===== src/hdl/mmd_pkg.sv =====
package mmd_pkg;

   // ----------------------------------------------------------------
   // Register bus offsets and reset values
   // ----------------------------------------------------------------
   localparam logic [31:0] MEM_SIZE_OFFSET    = 32'h0000_0000;
   localparam logic [31:0] XRAM_SIZE_OFFSET   = 32'h0000_0004;
   localparam logic [31:0] STATUS_OFFSET      = 32'h0000_0008;
   localparam logic [31:0] BLOCK_OFFSET       = 32'h0000_000c;
   localparam logic [7:0]  MEM_SIZE_RESET     = 8'hcf;
   localparam logic [7:0]  XRAM_SIZE_RESET    = 8'h0c;

   // ----------------------------------------------------------------
   // Memory size encodings
   // ----------------------------------------------------------------
   localparam logic [7:0]  MEM_SIZE_16K       = 8'h04;
   localparam logic [7:0]  MEM_SIZE_32K       = 8'hc8;
   localparam logic [7:0]  MEM_SIZE_48K       = 8'hcc;
   localparam logic [7:0]  MEM_SIZE_60K       = 8'hcf;
   localparam logic [7:0]  XRAM_SIZE_1K       = 8'h0a;

   // ----------------------------------------------------------------
   // Address map
   // ----------------------------------------------------------------
   localparam logic [5:0]  LAST_BLOCK_60K     = 6'h3b;
   localparam logic [5:0]  LAST_BLOCK_48K     = 6'h2f;
   localparam logic [5:0]  LAST_BLOCK_32K     = 6'h1f;
   localparam logic [5:0]  LAST_BLOCK_16K     = 6'h0f;
   localparam logic [15:0] FLASH_TOP_60K      = 16'hefff;
   localparam logic [15:0] VECTOR_LAST        = 16'h003f;
   localparam logic [15:0] RESET_VECTOR       = 16'h0000;
   localparam logic [15:0] LOW_VOLT_VECTOR    = 16'h0004;
   localparam logic [15:0] BREAK_VECTOR       = 16'h003e;
   localparam logic [15:0] OPTION_FIRST       = 16'h0080;
   localparam logic [15:0] OPTION_LAST        = 16'h0084;
   localparam logic [15:0] SECURITY_FIRST     = 16'h0085;
   localparam logic [15:0] SECURITY_LAST      = 16'h008e;
   localparam logic [15:0] SWAP_DISTANCE      = 16'h1000;
   localparam logic [15:0] SFR_FIRST          = 16'hff00;
   localparam logic [15:0] HSRAM_FIRST_768    = 16'hfc00;
   localparam logic [15:0] HSRAM_FIRST_1K     = 16'hfb00;
   localparam logic [15:0] HSRAM_LAST         = 16'hfeff;
   localparam logic [15:0] XRAM_FIRST         = 16'hf400;
   localparam logic [15:0] XRAM_LAST          = 16'hf7ff;
   localparam logic [15:0] XSFR_FIRST         = 16'h0080;
   localparam logic [15:0] XSFR_LAST          = 16'h01d8;

   // ----------------------------------------------------------------
   // Types
   // ----------------------------------------------------------------
   typedef enum logic [2:0] {
      MMD_REGION_NONE,
      MMD_REGION_FLASH,
      MMD_REGION_HSRAM,
      MMD_REGION_XRAM,
      MMD_REGION_SFR,
      MMD_REGION_XSFR
   } mmd_region_type;

   typedef struct packed {
      logic        valid;
      logic        fetch;
      logic        write;
      logic        ext;
      logic [15:0] addr;
      logic [7:0]  wdata;
   } mmd_req_type;

   typedef struct packed {
      logic           valid;
      mmd_region_type region;
      logic           write;
      logic [15:0]    addr;
      logic [7:0]     wdata;
      logic [5:0]     block;
      logic           vector;
      logic           option;
      logic           security;
      logic           swap_copy;
   } mmd_sel_type;

endpackage : mmd_pkg


===== src/hdl/mmd_decoder.sv =====
// Decided for this implementation: the placing of the registers and the AXI4-Lite slave port.
`timescale 1ns/10ps
`default_nettype none
// Operation
// - One flat 16-bit space, 64 KB, for program fetches and data.
// - After reset memory size holds CFH, expansion RAM size 0CH.
// - Expansion RAM size exists only with expansion RAM; 0AH enables 1 KB.
// - Flash blocks are 1 KB; address bits 15..10 give block number.
// - Largest variant: blocks 00H to 3BH; higher addresses are not flash.
// - Largest variant: flash spans 0000H to EFFFH, fetched by PC.
// - 0000H to 003FH is the vector table of start addresses.
// - Vector low byte at even address, high byte at next odd one.
// - Pin, power-on, low-voltage and watchdog resets use vector 0000H.
// - Each source has own even vector; low-voltage 0004H, break 003EH.
// - Option bytes 0080H-0084H, boot-swap copy at 1080H-1084H.
// - Security ID 0085H-008EH, boot-swap copy at 1085H-108EH.
// - Extended SFR accesses take their own interface, not the data path.
// - Ordinary SFRs decode in FF00H to FFFFH.
module mmd_decoder #(
   parameter bit HAS_XRAM = 1'b1
) (
   input  wire logic                  i_clk,
   input  wire logic                  i_resetn,
   // AXI4-Lite slave
   input  wire logic                  i_awvalid,
   output logic                       o_awready,
   input  wire logic [31:0]           i_awaddr,
   input  wire logic                  i_wvalid,
   output logic                       o_wready,
   input  wire logic [31:0]           i_wdata,
   input  wire logic [3:0]            i_wstrb,
   output logic                       o_bvalid,
   input  wire logic                  i_bready,
   output logic [1:0]                 o_bresp,
   input  wire logic                  i_arvalid,
   output logic                       o_arready,
   input  wire logic [31:0]           i_araddr,
   output logic                       o_rvalid,
   input  wire logic                  i_rready,
   output logic [31:0]                o_rdata,
   output logic [1:0]                 o_rresp,
   // Core side
   input  wire mmd_pkg::mmd_req_type  i_req,
   input  wire logic [3:0]            i_reset_src,
   input  wire logic                  i_vec_req,
   input  wire logic [4:0]            i_vec_index,
   input  wire logic                  i_boot_swap,
   output mmd_pkg::mmd_sel_type       o_mem_sel,
   output mmd_pkg::mmd_sel_type       o_xsfr_sel,
   output logic                       o_vec_valid,
   output logic [15:0]                o_vec_addr_lo,
   output logic [15:0]                o_vec_addr_hi
);

   // ----------------------------------------------------------------
   // Reset release
   // ----------------------------------------------------------------
   logic rst_meta_reg;
   logic rst_n_reg;

   always_ff @(posedge i_clk or negedge i_resetn)
   begin
      if (!i_resetn)
      begin
         rst_meta_reg <= 1'b0;
         rst_n_reg    <= 1'b0;
      end
      else
      begin
         rst_meta_reg <= 1'b1;
         rst_n_reg    <= rst_meta_reg;
      end
   end

   // ----------------------------------------------------------------
   // Decode helpers
   // ----------------------------------------------------------------
   function automatic logic [5:0] last_block(input logic [7:0] size);
      case (size)
         mmd_pkg::MEM_SIZE_16K: last_block = mmd_pkg::LAST_BLOCK_16K;
         mmd_pkg::MEM_SIZE_32K: last_block = mmd_pkg::LAST_BLOCK_32K;
         mmd_pkg::MEM_SIZE_48K: last_block = mmd_pkg::LAST_BLOCK_48K;
         default:               last_block = mmd_pkg::LAST_BLOCK_60K;
      endcase
   endfunction : last_block

   function automatic logic in_range(input logic [15:0] a,
                                     input logic [15:0] lo,
                                     input logic [15:0] hi);
      in_range = (a >= lo) && (a <= hi);
   endfunction : in_range

   // ----------------------------------------------------------------
   // Size registers over AXI4-Lite
   // ----------------------------------------------------------------
   logic [7:0]  mem_size_reg;
   logic [7:0]  xram_size_reg;
   logic        aw_held_reg;
   logic [31:0] aw_addr_reg;
   logic        w_held_reg;
   logic [31:0] w_data_reg;
   logic [3:0]  w_strb_reg;
   logic [1:0]  miss_reg;
   logic [15:0] miss_addr_reg;

   wire logic do_write = aw_held_reg && w_held_reg && !o_bvalid;

   always_ff @(posedge i_clk or negedge rst_n_reg)
   begin
      if (!rst_n_reg)
      begin
         aw_held_reg <= 1'b0;
         aw_addr_reg <= 32'h0000_0000;
         w_held_reg  <= 1'b0;
         w_data_reg  <= 32'h0000_0000;
         w_strb_reg  <= 4'h0;
      end
      else
      begin
         if (i_awvalid && o_awready)
         begin
            aw_held_reg <= 1'b1;
            aw_addr_reg <= i_awaddr;
         end
         else if (do_write)
            aw_held_reg <= 1'b0;
         if (i_wvalid && o_wready)
         begin
            w_held_reg <= 1'b1;
            w_data_reg <= i_wdata;
            w_strb_reg <= i_wstrb;
         end
         else if (do_write)
            w_held_reg <= 1'b0;
      end
   end

   always_ff @(posedge i_clk or negedge rst_n_reg)
   begin
      if (!rst_n_reg)
      begin
         o_awready <= 1'b1;
         o_wready  <= 1'b1;
      end
      else
      begin
         o_awready <= !(aw_held_reg || (i_awvalid && o_awready)) ||
                      do_write;
         o_wready  <= !(w_held_reg || (i_wvalid && o_wready)) || do_write;
         if (i_awvalid && o_awready)
            o_awready <= 1'b0;
         if (i_wvalid && o_wready)
            o_wready <= 1'b0;
      end
   end

   always_ff @(posedge i_clk or negedge rst_n_reg)
   begin
      if (!rst_n_reg)
      begin
         mem_size_reg  <= mmd_pkg::MEM_SIZE_RESET;
         xram_size_reg <= mmd_pkg::XRAM_SIZE_RESET;
         o_bvalid      <= 1'b0;
         o_bresp       <= 2'b00;
      end
      else
      begin
         if (do_write)
         begin
            o_bvalid <= 1'b1;
            o_bresp  <= 2'b00;
            case (aw_addr_reg[7:0])
               mmd_pkg::MEM_SIZE_OFFSET[7:0]:
                  if (w_strb_reg[0])
                     mem_size_reg <= w_data_reg[7:0];
               mmd_pkg::XRAM_SIZE_OFFSET[7:0]:
                  if (HAS_XRAM && w_strb_reg[0])
                     xram_size_reg <= w_data_reg[7:0];
                  else if (!HAS_XRAM)
                     o_bresp <= 2'b10;
               mmd_pkg::STATUS_OFFSET[7:0],
               mmd_pkg::BLOCK_OFFSET[7:0]: o_bresp <= 2'b00;
               default: o_bresp <= 2'b10;
            endcase
            if (aw_addr_reg[31:8] != 24'h00_0000)
               o_bresp <= 2'b10;
         end
         else if (o_bvalid && i_bready)
            o_bvalid <= 1'b0;
      end
   end

   always_ff @(posedge i_clk or negedge rst_n_reg)
   begin
      if (!rst_n_reg)
      begin
         o_arready <= 1'b1;
         o_rvalid  <= 1'b0;
         o_rdata   <= 32'h0000_0000;
         o_rresp   <= 2'b00;
      end
      else if (i_arvalid && o_arready)
      begin
         o_arready <= 1'b0;
         o_rvalid  <= 1'b1;
         o_rresp   <= 2'b00;
         o_rdata   <= 32'h0000_0000;
         if (i_araddr[31:8] != 24'h00_0000)
            o_rresp <= 2'b10;
         else
            case (i_araddr[7:0])
               mmd_pkg::MEM_SIZE_OFFSET[7:0]:
                  o_rdata <= {24'h00_0000, mem_size_reg};
               mmd_pkg::XRAM_SIZE_OFFSET[7:0]:
                  if (HAS_XRAM)
                     o_rdata <= {24'h00_0000, xram_size_reg};
                  else
                     o_rresp <= 2'b10;
               mmd_pkg::STATUS_OFFSET[7:0]:
                  o_rdata <= {14'h0, miss_reg, miss_addr_reg};
               mmd_pkg::BLOCK_OFFSET[7:0]:
                  o_rdata <= {26'h0, last_block(mem_size_reg)};
               default: o_rresp <= 2'b10;
            endcase
      end
      else if (o_rvalid && i_rready)
      begin
         o_rvalid  <= 1'b0;
         o_arready <= 1'b1;
      end
   end

   // ----------------------------------------------------------------
   // Address decode
   // ----------------------------------------------------------------
   mmd_pkg::mmd_region_type region;
   logic [15:0]             hsram_first;
   logic                    xram_on;

   always_comb
   begin
      // Dense top page wins so SFRs never alias onto RAM
      hsram_first = (mem_size_reg == mmd_pkg::MEM_SIZE_60K) ?
                    mmd_pkg::HSRAM_FIRST_1K : mmd_pkg::HSRAM_FIRST_768;
      xram_on     = HAS_XRAM && (xram_size_reg == mmd_pkg::XRAM_SIZE_1K);
      region      = mmd_pkg::MMD_REGION_NONE;
      if (i_req.ext)
      begin
         if (!i_req.fetch &&
             in_range(i_req.addr, mmd_pkg::XSFR_FIRST, mmd_pkg::XSFR_LAST))
            region = mmd_pkg::MMD_REGION_XSFR;
      end
      else if (i_req.addr >= mmd_pkg::SFR_FIRST)
      begin
         if (!i_req.fetch)
            region = mmd_pkg::MMD_REGION_SFR;
      end
      else if (in_range(i_req.addr, hsram_first, mmd_pkg::HSRAM_LAST))
      begin
         if (!i_req.fetch)
            region = mmd_pkg::MMD_REGION_HSRAM;
      end
      else if (xram_on &&
               in_range(i_req.addr, mmd_pkg::XRAM_FIRST,
                        mmd_pkg::XRAM_LAST))
         region = mmd_pkg::MMD_REGION_XRAM;
      else if (i_req.addr <= mmd_pkg::FLASH_TOP_60K &&
               i_req.addr[15:10] <= last_block(mem_size_reg))
         if (!i_req.write || !i_req.fetch)
            region = i_req.write ? mmd_pkg::MMD_REGION_NONE
                                 : mmd_pkg::MMD_REGION_FLASH;
   end

   // ----------------------------------------------------------------
   // Registered selects
   // ----------------------------------------------------------------
   always_ff @(posedge i_clk or negedge rst_n_reg)
   begin
      if (!rst_n_reg)
      begin
         o_mem_sel     <= '0;
         o_xsfr_sel    <= '0;
         miss_reg      <= 2'b00;
         miss_addr_reg <= 16'h0000;
      end
      else
      begin
         o_mem_sel  <= '0;
         o_xsfr_sel <= '0;
         if (i_req.valid)
         begin
            if (region == mmd_pkg::MMD_REGION_XSFR)
            begin
               o_xsfr_sel.valid  <= 1'b1;
               o_xsfr_sel.region <= region;
               o_xsfr_sel.write  <= i_req.write;
               o_xsfr_sel.addr   <= i_req.addr;
               o_xsfr_sel.wdata  <= i_req.wdata;
            end
            else if (region != mmd_pkg::MMD_REGION_NONE)
            begin
               o_mem_sel.valid    <= 1'b1;
               o_mem_sel.region   <= region;
               o_mem_sel.write    <= i_req.write;
               o_mem_sel.addr     <= i_req.addr;
               o_mem_sel.wdata    <= i_req.wdata;
               o_mem_sel.block    <= i_req.addr[15:10];
               o_mem_sel.vector   <= i_req.addr <= mmd_pkg::VECTOR_LAST;
               o_mem_sel.option   <= in_range(i_req.addr,
                  mmd_pkg::OPTION_FIRST, mmd_pkg::OPTION_LAST) ||
                  (i_boot_swap && in_range(i_req.addr,
                     mmd_pkg::OPTION_FIRST + mmd_pkg::SWAP_DISTANCE,
                     mmd_pkg::OPTION_LAST + mmd_pkg::SWAP_DISTANCE));
               o_mem_sel.security <= in_range(i_req.addr,
                  mmd_pkg::SECURITY_FIRST, mmd_pkg::SECURITY_LAST) ||
                  (i_boot_swap && in_range(i_req.addr,
                     mmd_pkg::SECURITY_FIRST + mmd_pkg::SWAP_DISTANCE,
                     mmd_pkg::SECURITY_LAST + mmd_pkg::SWAP_DISTANCE));
               o_mem_sel.swap_copy <= i_boot_swap &&
                  in_range(i_req.addr,
                     mmd_pkg::OPTION_FIRST + mmd_pkg::SWAP_DISTANCE,
                     mmd_pkg::SECURITY_LAST + mmd_pkg::SWAP_DISTANCE);
            end
            else
            begin
               // Sticky record of the last stray access
               miss_reg      <= {i_req.write, 1'b1};
               miss_addr_reg <= i_req.addr;
            end
         end
      end
   end

   // ----------------------------------------------------------------
   // Vector addresses
   // ----------------------------------------------------------------
   always_ff @(posedge i_clk or negedge rst_n_reg)
   begin
      if (!rst_n_reg)
      begin
         o_vec_valid   <= 1'b0;
         o_vec_addr_lo <= 16'h0000;
         o_vec_addr_hi <= 16'h0000;
      end
      else
      begin
         o_vec_valid <= i_vec_req || (i_reset_src != 4'h0);
         if (i_reset_src != 4'h0)
         begin
            o_vec_addr_lo <= mmd_pkg::RESET_VECTOR;
            o_vec_addr_hi <= mmd_pkg::RESET_VECTOR + 16'h0001;
         end
         else if (i_vec_req)
         begin
            o_vec_addr_lo <= {10'h000, i_vec_index, 1'b0};
            o_vec_addr_hi <= {10'h000, i_vec_index, 1'b1};
         end
      end
   end

endmodule : mmd_decoder
`default_nettype wire


===== config.mk =====
export PLATFORM = sky130hd
export DESIGN_NAME = mmd_decoder
export DESIGN_NICKNAME = d
export VERILOG_FILES = /design/src/hdl/mmd_pkg.sv /design/src/hdl/mmd_decoder.sv
export SDC_FILE = /design/constraint.sdc
export NUM_CORES = 1
export LEC_CHECK = 0
export BUFFER_PORTS_ARGS = -buffer_cell sky130_fd_sc_hd__buf_2
export CELL_PAD_IN_SITES_DETAIL_PLACEMENT = 2
export CELL_PAD_IN_SITES_GLOBAL_PLACEMENT = 2
export CORE_UTILIZATION = 28
export CTS_BUF_LIST = sky130_fd_sc_hd__clkbuf_4 sky130_fd_sc_hd__clkbuf_8
export DETAILED_ROUTE_END_ITERATION = 8
export PLACE_DENSITY_LB_ADDON = 0.05
export SETUP_SLACK_MARGIN = 0.02
export SYNTH_ARGS = -nofsm -noshare
export SYNTH_HDL_FRONTEND = slang
export SYNTH_SLANG_ARGS = --single-unit

===== constraint.sdc =====
create_clock -name i_clk -period 5.48 [get_ports i_clk]
set_input_delay 1.096 -clock i_clk [delete_from_list [all_inputs] [get_ports i_clk]]
set_output_delay 1.096 -clock i_clk [all_outputs]
set_load 0.05 [all_outputs]

# Word-level counts from Yosys, hierarchy flattened
# Index checks and enable logic that the tools add are counted.
[word_totals]
regBits = 221
latchBits = 0
ram_bits = 0
rom_bits = 0
inputBits = 146
out_inout_bits = 152
elab_cells = 160
memories = 0
[op_classes]
add_sub_neg = 0
multipliers = 0
div_mod_pow = 0
magnitude_cmp = 17
eq_ne = 12
shifts = 0
mux = 42
n_bitwise = 2
n_reduce_logical = 50
[ops]
columns = ["operator", "count"]
rows = [
  ["$mux 39", 3],
  ["$pmux 18 s4", 1],
  ["$mux 16", 4],
  ["$mux 29", 2],
  ["$le 16x16->1 const B", 3],
  ["$reduce_bool 24->1", 2],
  ["$eq 8x4->1 const B", 5],
  ["$ge 16x13->1 const B", 2],
  ["$ge 16x16->1 const B", 2],
  ["$ge 16x8->1 const B", 2],
  ["$le 16x13->1 const B", 2],
  ["$le 16x8->1 const B", 2],
  ["$eq 8x3->1 const B", 3],
  ["$eq 8x8->1 const B", 3],
  ["$mux 6", 4],
  ["$logic_and 1x1->1", 21],
  ["$mux 18", 1],
  ["$pmux 6 s3", 1],
  ["$ge 16x16->1", 1],
  ["$le 16x6->1 const B", 1],
  ["$le 16x9->1 const B", 1],
  ["$logic_not 8->1", 2],
  ["$mux 3", 5],
  ["$mux 1", 14],
  ["other kinds (12)", 36],
]

# Logic depth before layout (Yosys ltp)
# Gate-level depths: netlist of the first run.
[depth]
depth_word = 18
mapped_depth = 13
depth_no_buf = 12

# Worst setup path after synthesis of the first run
# Ideal clock, no wire load.
[synth_path]
path_type = "input to register"
startpoint = "input port i_req[18] (netlist name)"
endpoint = "register miss_addr_reg[10]"
setup_time_ns = 0.125
arrival_ns = 2.926
t_required_ns = 5.355
setup_slack_ns = 2.429
cell_stages = 8
path_buffers = 1
cell_sequence = "ha_1 -> nor4bb_1 -> and4_1 -> a211oi_2 -> nor2_2 -> nor3_4 -> buf_6 -> mux2_4"
[synth_via]
elab_chain_cells = 10
elab_cells_between_ends = 26
classes_between = "order compare: 9; eq/ne: 1; mux: 6; bitwise: 2; reduce/logical: 8"
[synth_rtl]
columns = ["element", "line_no", "source"]
rows = [
  ["from (decl)", "mmd_decoder.sv:43", "input wire mmd_pkg::mmd_req_type i_req,"],
  ["$le 16x16->1 (tied with other cells)", "mmd_decoder.sv:267", "else if (i_req.addr <= mmd_pkg::FLASH_TOP_60K &&"],
  ["$logic_and 1x1->1 (on tied branches)", "mmd_decoder.sv:267, mmd_decoder.sv:90", ""],
  ["$mux 1 / $logic_and 1x1->1 (equally long branches)", "mmd_decoder.sv:267, mmd_decoder.sv:263", ""],
  ["$mux 2", "mmd_decoder.sv:263", "else if (xram_on &&"],
  ["$mux 3", "mmd_decoder.sv:258", "else if (in_range(i_req.addr, hsram_first, mmd_pkg::HSRAM_LAST))"],
  ["$mux 3", "mmd_decoder.sv:253", "else if (i_req.addr >= mmd_pkg::SFR_FIRST)"],
  ["$mux 3", "mmd_decoder.sv:247", "if (i_req.ext)"],
  ["$eq 3x3->1 / $reduce_bool 3->1 (equally long branches)", "mmd_decoder.sv:292, mmd_decoder.sv:300", ""],
  ["$not 1->1 (no line)", "--", ""],
  ["$reduce_and 3->1 (no line)", "--", ""],
  ["to (signal assigned)", "mmd_decoder.sv:328", "miss_addr_reg <= i_req.addr;"],
  ["to (decl)", "mmd_decoder.sv:104", "logic [15:0] miss_addr_reg;"],
]
# Several ways; a longest one is shown, not always the timed one.
# A chain may end at the register's enable or synchronous reset.

# Final worst setup path of the first run
[layout_path]
startpoint = "register mem_size_reg[2]"
endpoint = "register miss_addr_reg[3]"
[layout_via]
elab_chain_cells = 16
elab_cells_between_ends = 24
classes_between = "order compare: 2; eq/ne: 5; mux: 11; bitwise: 2; reduce/logical: 4"
[layout_rtl]
columns = ["element", "line_no", "source"]
rows = [
  ["from (decl)", "mmd_decoder.sv:96", "logic [7:0] mem_size_reg;"],
  ["from (signal assigned)", "mmd_decoder.sv:161", "mem_size_reg <= mmd_pkg::MEM_SIZE_RESET;"],
  ["from (signal assigned)", "mmd_decoder.sv:175", "mem_size_reg <= w_data_reg[7:0];"],
  ["$eq 8x8->1 / $eq 8x3->1 (equally long branches)", "mmd_decoder.sv:79", "case (size)"],
  ["$pmux 6 s3", "mmd_decoder.sv:79", ""],
  ["$mux 6", "mmd_decoder.sv:263", ""],
  ["$mux 6", "mmd_decoder.sv:258", ""],
  ["$mux 6", "mmd_decoder.sv:253", ""],
  ["$mux 6", "mmd_decoder.sv:247", ""],
  ["$le 6x6->1", "mmd_decoder.sv:268", "i_req.addr[15:10] <= last_block(mem_size_reg))"],
  ["$logic_and 1x1->1", "mmd_decoder.sv:267", ""],
  ["$mux 1", "mmd_decoder.sv:267", ""],
  ["$mux 2", "mmd_decoder.sv:263", ""],
  ["$mux 3 (*)", "mmd_decoder.sv:258", ""],
  ["$mux 3 (*)", "mmd_decoder.sv:253", ""],
  ["$mux 3 (*)", "mmd_decoder.sv:247", ""],
  ["$eq 3x3->1 / $reduce_bool 3->1 (equally long branches)", "mmd_decoder.sv:292, mmd_decoder.sv:300", ""],
  ["$not 1->1 (no line)", "--", ""],
  ["$reduce_and 3->1 (no line) (*)", "--", ""],
]
# Every way passes the cells marked *; elsewhere a longest branch is shown, timed or not. The select of a mux whose other input is x is not followed.

==> results.ini, run 1 <==
[outcome]
status = finished clean

[route]
drtIter0Drc = 144
vias = 5240
wl_um = 20600
routedWlPerCell_um = 17.8
antenna_left = 0
drt_first_pass_iters = 4
via_per_inst = 4.53
drc_errors = 0

[clock_network]
clock-root-buffer = clkbuf_8
cts_resized = 0
clkLatencyLatePin_ps = 470
clockBufferDepth = 2
numCtsBuffers = 17
clk_pin_slew_worst_paths_ps = 110
htreeDepth = 4
cts_tree = built
cts_hold_buf = 0
cts.sinks = 173
postCtsSetupBuffers = 0

[sta]
rsz0062_at_grt = no
worst_pin_slew_ps = 1040
fmax_mhz = 282
timing.final.crit_share_pct = 64.6
finalSetupViolations = 0
hold_violations = 0
finClkSkew_ps = 17.6
finalCriticalPeriod_ps = 3540
slew_viol_final = 0
max_slew_margin_pct = 30.4
setup-tns-final_ps = 0

[pwr]
p_leak_nw = 4.57
p_per_area_nw_per_um2 = 362
ir_worst_vdd_mv = 0.212

[global_route]
track_usage_pct = 15.6
grt_pass1_wl_um = 31900
grtUsageMet2_pct = 26.4
top_usage_layer = met2
use_met3_pct = 5.20
grt_antenna_before_repair = 1
grt_pass1_vias = 5789
grt_max_degree = 111
grtUsageMet1_pct = 18.7
grt_overflow = 0

[synth]
avgSynthCellArea_um2 = 12.5
netlist_instances = 593
yosysTopAreaCellShare_pct = 54.6
synth_largest_area_cell = dfrtp_1
synth_ff_type = dfrtp_1
synth.area.top_cells = dfrtp_1, mux2_2, buf_4
ys_types = 59
ys_ff_latch = 173
ys_async_sr_fraction_pct = 100
yosysWarnings = 0
ys_seq_area_share_pct = 58.5
syn_area_um2 = 7420
synth_edf_count = 0

[die]
dieArea_um2 = 27200
ios = 298
initial_core_util_pct = 28.5
die_h_um = 165
fp.dieW_um = 165
core_area_um2 = 26100
rows = 59

[worst_setup_path]
end_kind = flop
crit_arrival_ps = 3880
rr_startpoint = mem_size_reg[2]$_DFFE_PN1P_
cp-start-kind = flop
critPathRequiredTime_ps = 5820
path_delay_family = simple AND/OR/NAND/NOR gates
critPathKind = flop to flop
crit_slowest_cell = nor3_4
cp-startpoint = mem_size_reg[2]$_DFFE_PN1P_
worstPathBufferInverterCount = 1
critPathMaxStageDelay_ps = 830
cp_max_fo = 18
crit_chain = nand2_1 > nor3_1 > nand3_1 > inv_1 > ha_1 > nor4bb_1 > and4_1 > a211oi_2 > nor2_2 > nor3_4 > mux2_2

[finish]
design_area_um2 = 9040
antenna_cells = 0
largest_reg_flops = 33
layout.nets = 962
area_growth_pct = 21.8
fillCellCount = 2811
drive_above_1_share_pct = 43.5
post-route-util_pct = 34.7

[place]
dp_hpwl_um = 15400
placedInstanceArea_um2 = 8650
io_buffers = 223
gp_congestion = 0.767

[run]
maxCapViolCount = 0

[hold_path]
min_path_type = flop to flop
holdCritStartpoint = rst_meta_reg$_DFF_PN0_

[final cells by class]
class	instances	area [µm²]	area share (%)
Clock buffer	18	241	2.67
Clock inverter	14	149	1.65
Inverter	12	45.0	0.498
Multi-Input combinational cell	381	2700	29.9
Sequential cell	173	4350	48.1
Tap cell	335	419	4.63
Timing Repair Buffer	225	1140	12.6
[final timing paths]
check | endpoint | slack (ps) | depth (start not counted)
max | miss_addr_reg[3]$_DFFE_PN0P_ | 1940 | 11
min | rst_n_reg$_DFF_PN0_ | 360 | 0
max reg2reg | miss_addr_reg[3]$_DFFE_PN0P_ | 1940 | 11
min reg2reg | rst_n_reg$_DFF_PN0_ | 360 | 0
max in group asynchronous | aw_addr_reg[12]$_DFFE_PN0P_ | 3890 | 1
min in group asynchronous | rst_n_reg$_DFF_PN0_ | 390 | 1
[synth_stat cells, types with 12 or more instances]
cell type,instances
nand2_1,36
nor4_1,16
clkbuf_1,14
buf_4,58
and2_1,25
dfrtp_1,162
nor2_1,37
mux2_2,68
a22o_1,15
o21ai_0,12
[metal layers]
metal | vias up | wire length, µm
li1 | 2400 | -
met1 | 2646 | 8660
met2 | 169 | 10300
met3 | 23 | 1330
met4 | 2 | 298
met5 | - | 17
[metrics by stage]
stage	hold slack (ps)	cells	worst slack (ps)	total power, mW
floorplan	331	647	322	2.21
global placement	337	1126	1530	2.36
detailed placement	336	1126	1530	2.41
CTS	355	1158	1860	3.33
global route	336	1158	1700	3.46
finish	358	1158	1940	3.27
[power breakdown]
group	total, mW	leakage, nW	switching (mW)	internal (mW)
Combinational	0.707	2.20	0.421	0.285
Sequential	1.67	2.18	0.150	1.51
Clock	0.902	0.188	0.519	0.382
Total	3.27	4.57	1.09	2.18
[cell usage in the layout (no fill, tap or decap), types with 3 or more instances in the layout]
cell type	instances
a21boi_0	3
nand2b_1	3
conb_1	56
dfrtp_1	161
clkbuf_8	17
buf_2	223
nor4_1	16
ha_1	6
inv_1	11
mux2_2	68
nor2b_1	3
o21ai_0	12
or4_1	4
nand3b_1	3
mux2i_1	9
clkinvlp_4	4
inv_8	4
a21oi_1	4
nand3_1	7
inv_6	4
dfstp_2	11
nand4_1	10
and2_1	25
and3_1	4
nand2_1	36
nor2_1	37
nor3_1	11
mux2_4	9
o221ai_1	3
a22o_1	15
[cells by family after synthesis]
kind of cell / count (synthesis) / share of synthesized area (%)
AO/OA/AOI/OAI: 53 / 5.48
adder cells (fa/ha/maj): 6 / 1.01
buffers and inverters: 93 / 7.87
flip-flops: 173 / 58.5
multiplexers: 88 / 14.0
other: 2 / 0.101
AND/OR/NAND/NOR: 178 / 13.1
[worst register-to-register path, delay by kind of cell (launching register included)]
kind | cells | cell delay (ps)
and+or+nand+nor | 7 | 1730
DFF | 1 | 600
muxes | 1 | 430
AOI/OAI and AO/OA | 1 | 280
adders and majority gates | 1 | 260
buffers and inverters | 1 | 130
(Power assumes the default switching activity.)
==> run 2: changes to the inputs <==
Settings changed: CORE_UTILIZATION 28 to 31.
Clock period 5.48 ns to 3.6 ns, I/O delays scaled along.
==> results.ini, run 2 (synthesis gave the netlist of run 1 again) <==
[global_route]
grt_pass1_vias = 5795  ; was 5789
grt_overflow = 0  ; unchanged
grt_max_degree = 79  ; was 111
grt_pass1_wl_um = 31400  ; was 31900 µm
track_usage_pct = 16.9  ; was 15.6%
grt_antenna_before_repair = 0  ; was 1

[clock_network]
clkLatencyLatePin_ps = 460  ; was 470 ps
cts_tree = built  ; unchanged
clock-root-buffer = clkbuf_8  ; unchanged
clk_pin_slew_worst_paths_ps = 100  ; was 110 ps
htreeDepth = 4  ; unchanged
postCtsSetupBuffers = 0  ; unchanged
clockBufferDepth = 2  ; unchanged
numCtsBuffers = 17  ; unchanged
cts.sinks = 173  ; unchanged

[sta]
hold_violations = 0  ; unchanged
finalCriticalPeriod_ps = 3100  ; was 3540 ps
finClkSkew_ps = 16.1  ; was 17.6 ps
finalSetupViolations = 0  ; unchanged
holdWs_ps = 373  ; was 358 ps
slew_viol_final = 0  ; unchanged
worst_pin_slew_ps = 1070  ; was 1040 ps
max_slew_margin_pct = 28.8  ; was 30.4%
timing.final.crit_share_pct = 86.2  ; was 64.6%
rsz0062_at_grt = no  ; unchanged
setup-tns-final_ps = 0  ; unchanged
fmax_mhz = 322  ; was 282 MHz

[route]
routedWlPerCell_um = 17.3  ; was 17.8 µm
via_per_inst = 4.61  ; was 4.53
antenna_left = 0  ; unchanged
drtIter0Drc = 160  ; was 144
wl_um = 19900  ; was 20600 µm
drc_errors = 0  ; unchanged
vias = 5292  ; was 5240
drt_first_pass_iters = 4  ; unchanged

[finish]
mostFrequentLayoutCell = buf_2  ; unchanged
drive_above_1_share_pct = 43.9  ; was 43.5%
antenna_cells = 0  ; unchanged
final_cell_mix = buf_2, dfrtp_1, mux2_2  ; unchanged
area_growth_pct = 22.5  ; was 21.8%
largest_reg_flops = 33  ; unchanged
layout.nets = 969  ; was 962
post-route-util_pct = 38.7  ; was 34.7%

[die]
die_h_um = 157  ; was 165 µm
ios = 298  ; unchanged
core_area_um2 = 23500  ; was 26100 µm²
rows = 56  ; was 59
dieArea_um2 = 24600  ; was 27200 µm²
initial_core_util_pct = 31.6  ; was 28.5%
fp.dieW_um = 157  ; was 165 µm

[pwr]
p_per_area_nw_per_um2 = 545  ; was 362 nW/µm²
p_leak_nw = 4.61  ; was 4.57 nW
ir_worst_vdd_mv = 0.290  ; was 0.212 mV
finalPower_mw = 4.96  ; was 3.27 mW

[worst_setup_path]
crit_arrival_ps = 3450  ; was 3880 ps
end_kind = flop  ; unchanged
critPathMaxStageDelay_ps = 600  ; was 830 ps
cp_max_fo = 18  ; unchanged
cp-startpoint = mem_size_reg[2]$_DFFE_PN1P_  ; unchanged
critPathRequiredTime_ps = 3950  ; was 5820 ps
critPathKind = flop to flop  ; unchanged
cp-start-kind = flop  ; unchanged
crit_chain = nand2_1 > nor3_1 > nand3_1 > inv_1 > ha_1 > nor4bb_1 > and4_1 > a211oi_2 > nor2_2 > nor3_4 > buf_4 > mux2_2  ; was nand2_1 > nor3_1 > nand3_1 > inv_1 > ha_1 > nor4bb_1 > and4_1 > a211oi_2 > nor2_2 > nor3_4 > mux2_2
crit_slowest_cell = dfstp_2  ; was nor3_4
rr_startpoint = mem_size_reg[2]$_DFFE_PN1P_  ; unchanged

[hold_path]
min_path_type = flop to flop  ; unchanged
holdCritStartpoint = rst_meta_reg$_DFF_PN0_  ; unchanged

[place]
dp_hpwl_um = 15300  ; was 15400 µm
io_buffers = 223  ; unchanged
gp_congestion = 0.777  ; was 0.767

[outcome]
status = finished clean  ; unchanged

[run]
maxCapViolCount = 0  ; unchanged

[run 2: cell type report]
cell class	instances	area (µm²)
Tap cell	319	399
Timing Repair Buffer	232	1210
Fill cell	2510	14400
Inverter	12	45.0
Clock inverter	14	150
Sequential cell	173	4350
Multi-Input combinational cell	381	2700
Clock buffer	18	241
[run 2: worst max-delay path: cells and delay by family (launching register included)]
family	cells	cell delay, ps
muxes	1	380
buffers and inverters	2	420
and+or+nand+nor	7	1000
AOI/OAI and AO/OA	1	330
DFF	1	600
adders and majority gates	1	260
[run 2: routing by layer]
metal  part of all wire [%]  routed length, µm  up-vias  track usage (%)
met5                      0                  0        -                0
met4                    1.1                211        0             5.00
met3                    6.5               1290       16             5.26
met2                     52              10400      153             29.8
met1                     40               8050     2709             19.5
li1                       -                  -     2414                -
[run 2: path summary, 6_finish.rpt]
kind / to / slack (ps) / cells after the start
max: miss_addr_reg[1]$_DFFE_PN0P_ / 500 / 12
min: rst_n_reg$_DFF_PN0_ / 370 / 0
max reg2reg: miss_addr_reg[1]$_DFFE_PN0P_ / 500 / 12
min reg2reg: rst_n_reg$_DFF_PN0_ / 370 / 0
max in group asynchronous: mem_size_reg[0]$_DFFE_PN1P_ / 2170 / 1
min in group asynchronous: o_mem_sel[14]$_DFF_PN0_ / 510 / 0
[run 2: what timing repair did]
action	4_1_cts	5_1_grt
hold endpoints to repair	2	0
gates resized for setup	0	0
hold buffers	1	0
[run 2: per-stage QoR]
step / setup WS, ps / instances / cell area, µm²
floorplan: 751 / 647 / 7630
finish: 495 / 1149 / 9090
global route: 303 / 1149 / 9090
detailed placement: 432 / 1116 / 8690
global placement: 523 / 1116 / 8690
CTS: 435 / 1149 / 9090
[run 2: power breakdown]
part,total [mW],leakage [nW],switching [mW],internal (mW)
Sequential,2.53,2.18,0.225,2.31
Clock,1.36,0.192,0.781,0.583
Combinational,1.06,2.24,0.624,0.440
Total,4.96,4.61,1.63,3.33
==> run 3: changes to the inputs <==
Settings changed: PLACE_DENSITY_LB_ADDON 0.05 to 0.2.
==> results.ini, run 3 (synthesis gave the netlist of run 1 again) <==
[global_route]
top_usage_layer = met2  ; unchanged
track_usage_pct = 17.3  ; was 16.9%
grt_pass1_vias = 5950  ; was 5795
grt_pass1_wl_um = 32400  ; was 31400 µm
grtUsageMet1_pct = 20.4  ; was 19.5%
grt_antenna_before_repair = 3  ; was 0
grtUsageMet2_pct = 29.8  ; unchanged
grt_overflow = 0  ; unchanged
use_met3_pct = 5.07  ; was 5.26%
grt_max_degree = 72  ; was 79

[outcome]
status = finished clean  ; unchanged

[finish]
drive_above_1_share_pct = 43.9  ; unchanged
final_cell_mix = buf_2, dfrtp_1, mux2_2  ; unchanged
multiInputGateArea_um2 = 2700  ; unchanged
largest_reg_flops = 33  ; unchanged
area_growth_pct = 22.8  ; was 22.5%
regArea_um2 = 4350  ; unchanged
mostFrequentLayoutCell = buf_2  ; unchanged
layout.nets = 969  ; unchanged
post-route-util_pct = 38.9  ; was 38.7%
fillCellCount = 2532  ; was 2510

[route]
antenna_left = 0  ; unchanged
vias = 5329  ; was 5292
routedWlPerCell_um = 17.7  ; was 17.3 µm
drc_errors = 0  ; unchanged
wl_um = 20300  ; was 19900 µm
via_per_inst = 4.63  ; was 4.61
drtIter0Drc = 127  ; was 160
drt_first_pass_iters = 4  ; unchanged

[worst_setup_path]
cp-start-kind = flop  ; unchanged
crit_arrival_ps = 3480  ; was 3450 ps
r2r_slack_ps = 460  ; was 500 ps
cp_max_fo = 18  ; unchanged
critPathRequiredTime_ps = 3940  ; was 3950 ps
r2r-end = miss_addr_reg[4]$_DFFE_PN0P_  ; was miss_addr_reg[1]$_DFFE_PN0P_
end_kind = flop  ; unchanged
critPathKind = flop to flop  ; unchanged
rr_worst_depth = 11  ; was 12
rr_startpoint = mem_size_reg[1]$_DFFE_PN1P_  ; was mem_size_reg[2]$_DFFE_PN1P_

[die]
initial_core_util_pct = 31.6  ; unchanged
rows = 56  ; unchanged
dieArea_um2 = 24600  ; unchanged
ios = 298  ; unchanged
die_h_um = 157  ; unchanged
fp.dieW_um = 157  ; unchanged
core_area_um2 = 23500  ; unchanged

[pwr]
p_leak_nw = 4.64  ; was 4.61 nW
p_per_area_nw_per_um2 = 559  ; was 545 nW/µm²
ir_worst_vdd_mv = 0.276  ; was 0.290 mV

[clock_network]
cts.sinks = 173  ; unchanged
clk_pin_slew_worst_paths_ps = 100  ; about the same
clockBufferDepth = 2  ; unchanged
clkLatencyLatePin_ps = 470  ; was 460 ps
clock-root-buffer = clkbuf_8  ; unchanged
htreeDepth = 4  ; unchanged
cts_tree = built  ; unchanged
postCtsSetupBuffers = 0  ; unchanged
numCtsBuffers = 17  ; unchanged

[place]
dp_hpwl_um = 15500  ; was 15300 µm
gp_congestion = 0.777  ; about the same
io_buffers = 223  ; unchanged

[run]
maxCapViolCount = 0  ; unchanged

[sta]
slew_viol_final = 0  ; unchanged
hold_violations = 0  ; unchanged
worst_pin_slew_ps = 715  ; was 1070 ps
finalSetupViolations = 0  ; unchanged
finalCriticalPeriod_ps = 3140  ; was 3100 ps
setup-tns-final_ps = 0  ; unchanged
max_slew_margin_pct = 52.2  ; was 28.8%
finClkSkew_ps = 18.4  ; was 16.1 ps
rsz0062_at_grt = no  ; unchanged
timing.final.crit_share_pct = 87.3  ; was 86.2%
fmax_mhz = 318  ; was 322 MHz

[hold_path]
min_path_type = flop to async pin  ; was flop to flop

-- run 3: changes by cell type in the layout (fill, tap and decap cells not counted), sizes merged --
| cell | change |
|---|---|
| clkinvlp | -3 |
| bufinv | +2 |
| clkinv | +2 |
| diode | +2 |
| inv | -1 |
-- run 3: layout make-up --
type / instances / share of cell area, %
diodes: 2 / 0.0549
clock buffers: 18 / 2.72
clock inverters: 14 / 1.95
inverters: 12 / 0.494
multi-input cells: 381 / 29.6
flip-flops and latches: 173 / 47.7
well taps: 319 / 4.38
repair buffers: 232 / 13.1
-- run 3: how the worst max path moves through the flow --
stage | slack (ps) | start | endpoint
2_1_floorplan | 750 | rst_n_reg$_DFF_PN0_ | aw_addr_reg[0]$_DFFE_PN0P_
3_3_place_gp | 570 | i_req[16] | miss_addr_reg[0]$_DFFE_PN0P_
3_5_place_dp | 480 | mem_size_reg[1]$_DFFE_PN1P_ | o_mem_sel[10]$_DFF_PN0_
4_1_cts | 450 | mem_size_reg[2]$_DFFE_PN1P_ | miss_addr_reg[4]$_DFFE_PN0P_
5_1_grt | 290 | mem_size_reg[2]$_DFFE_PN1P_ | miss_addr_reg[4]$_DFFE_PN0P_
6_report | 460 | mem_size_reg[1]$_DFFE_PN1P_ | miss_addr_reg[4]$_DFFE_PN0P_
-- run 3: repair_timing --
action                    4_1_cts  5_1_grt
hold endpoints to repair        2        0
gates resized for setup         0        0
hold buffers                    1        0
-- run 3: metrics by stage --
step	setup slack [ps]	power, mW	instances	instance area (µm²)	hold WS (ps)
3_5_place_dp	485	3.67	1116	8680	278
5_1_grt	292	5.38	1149	9110	308
2_1_floorplan	751	3.36	647	7630	331
3_3_place_gp	567	3.59	1116	8680	267
4_1_cts	455	5.19	1149	9110	292
6_report	457	5.10	1151	9120	267
-- run 3: report_power, final --
group / leakage [nW] / total [mW] / internal [mW] / switching [mW]
registers: 2.18 / 2.53 / 2.31 / 0.223
logic: 2.23 / 1.08 / 0.438 / 0.645
clock network: 0.221 / 1.49 / 0.721 / 0.767
total: 4.64 / 5.10 / 3.46 / 1.63
-- run 3: worst max-delay path: stages, from the launching register on --
cell and delay [ps]:
dfstp_2 400, nor4_1 530, a21boi_0 320, inv_1 90, ha_1 280, nand4_1 90, nor2_1 50, o211a_1 220
o21ba_4 240, nor3_4 100, buf_4 310, mux2_2 380
-- run 3: metal layers --
| layer | wire length (µm) | vias to the layer above | part of all wire [%] |
|---|---|---|---|
| met5 | 31 | - | 0.15 |
| met4 | 312 | 4 | 1.5 |
| met3 | 1380 | 27 | 6.8 |
| met2 | 10300 | 172 | 51 |
| met1 | 8250 | 2703 | 41 |
| li1 | - | 2423 | - |
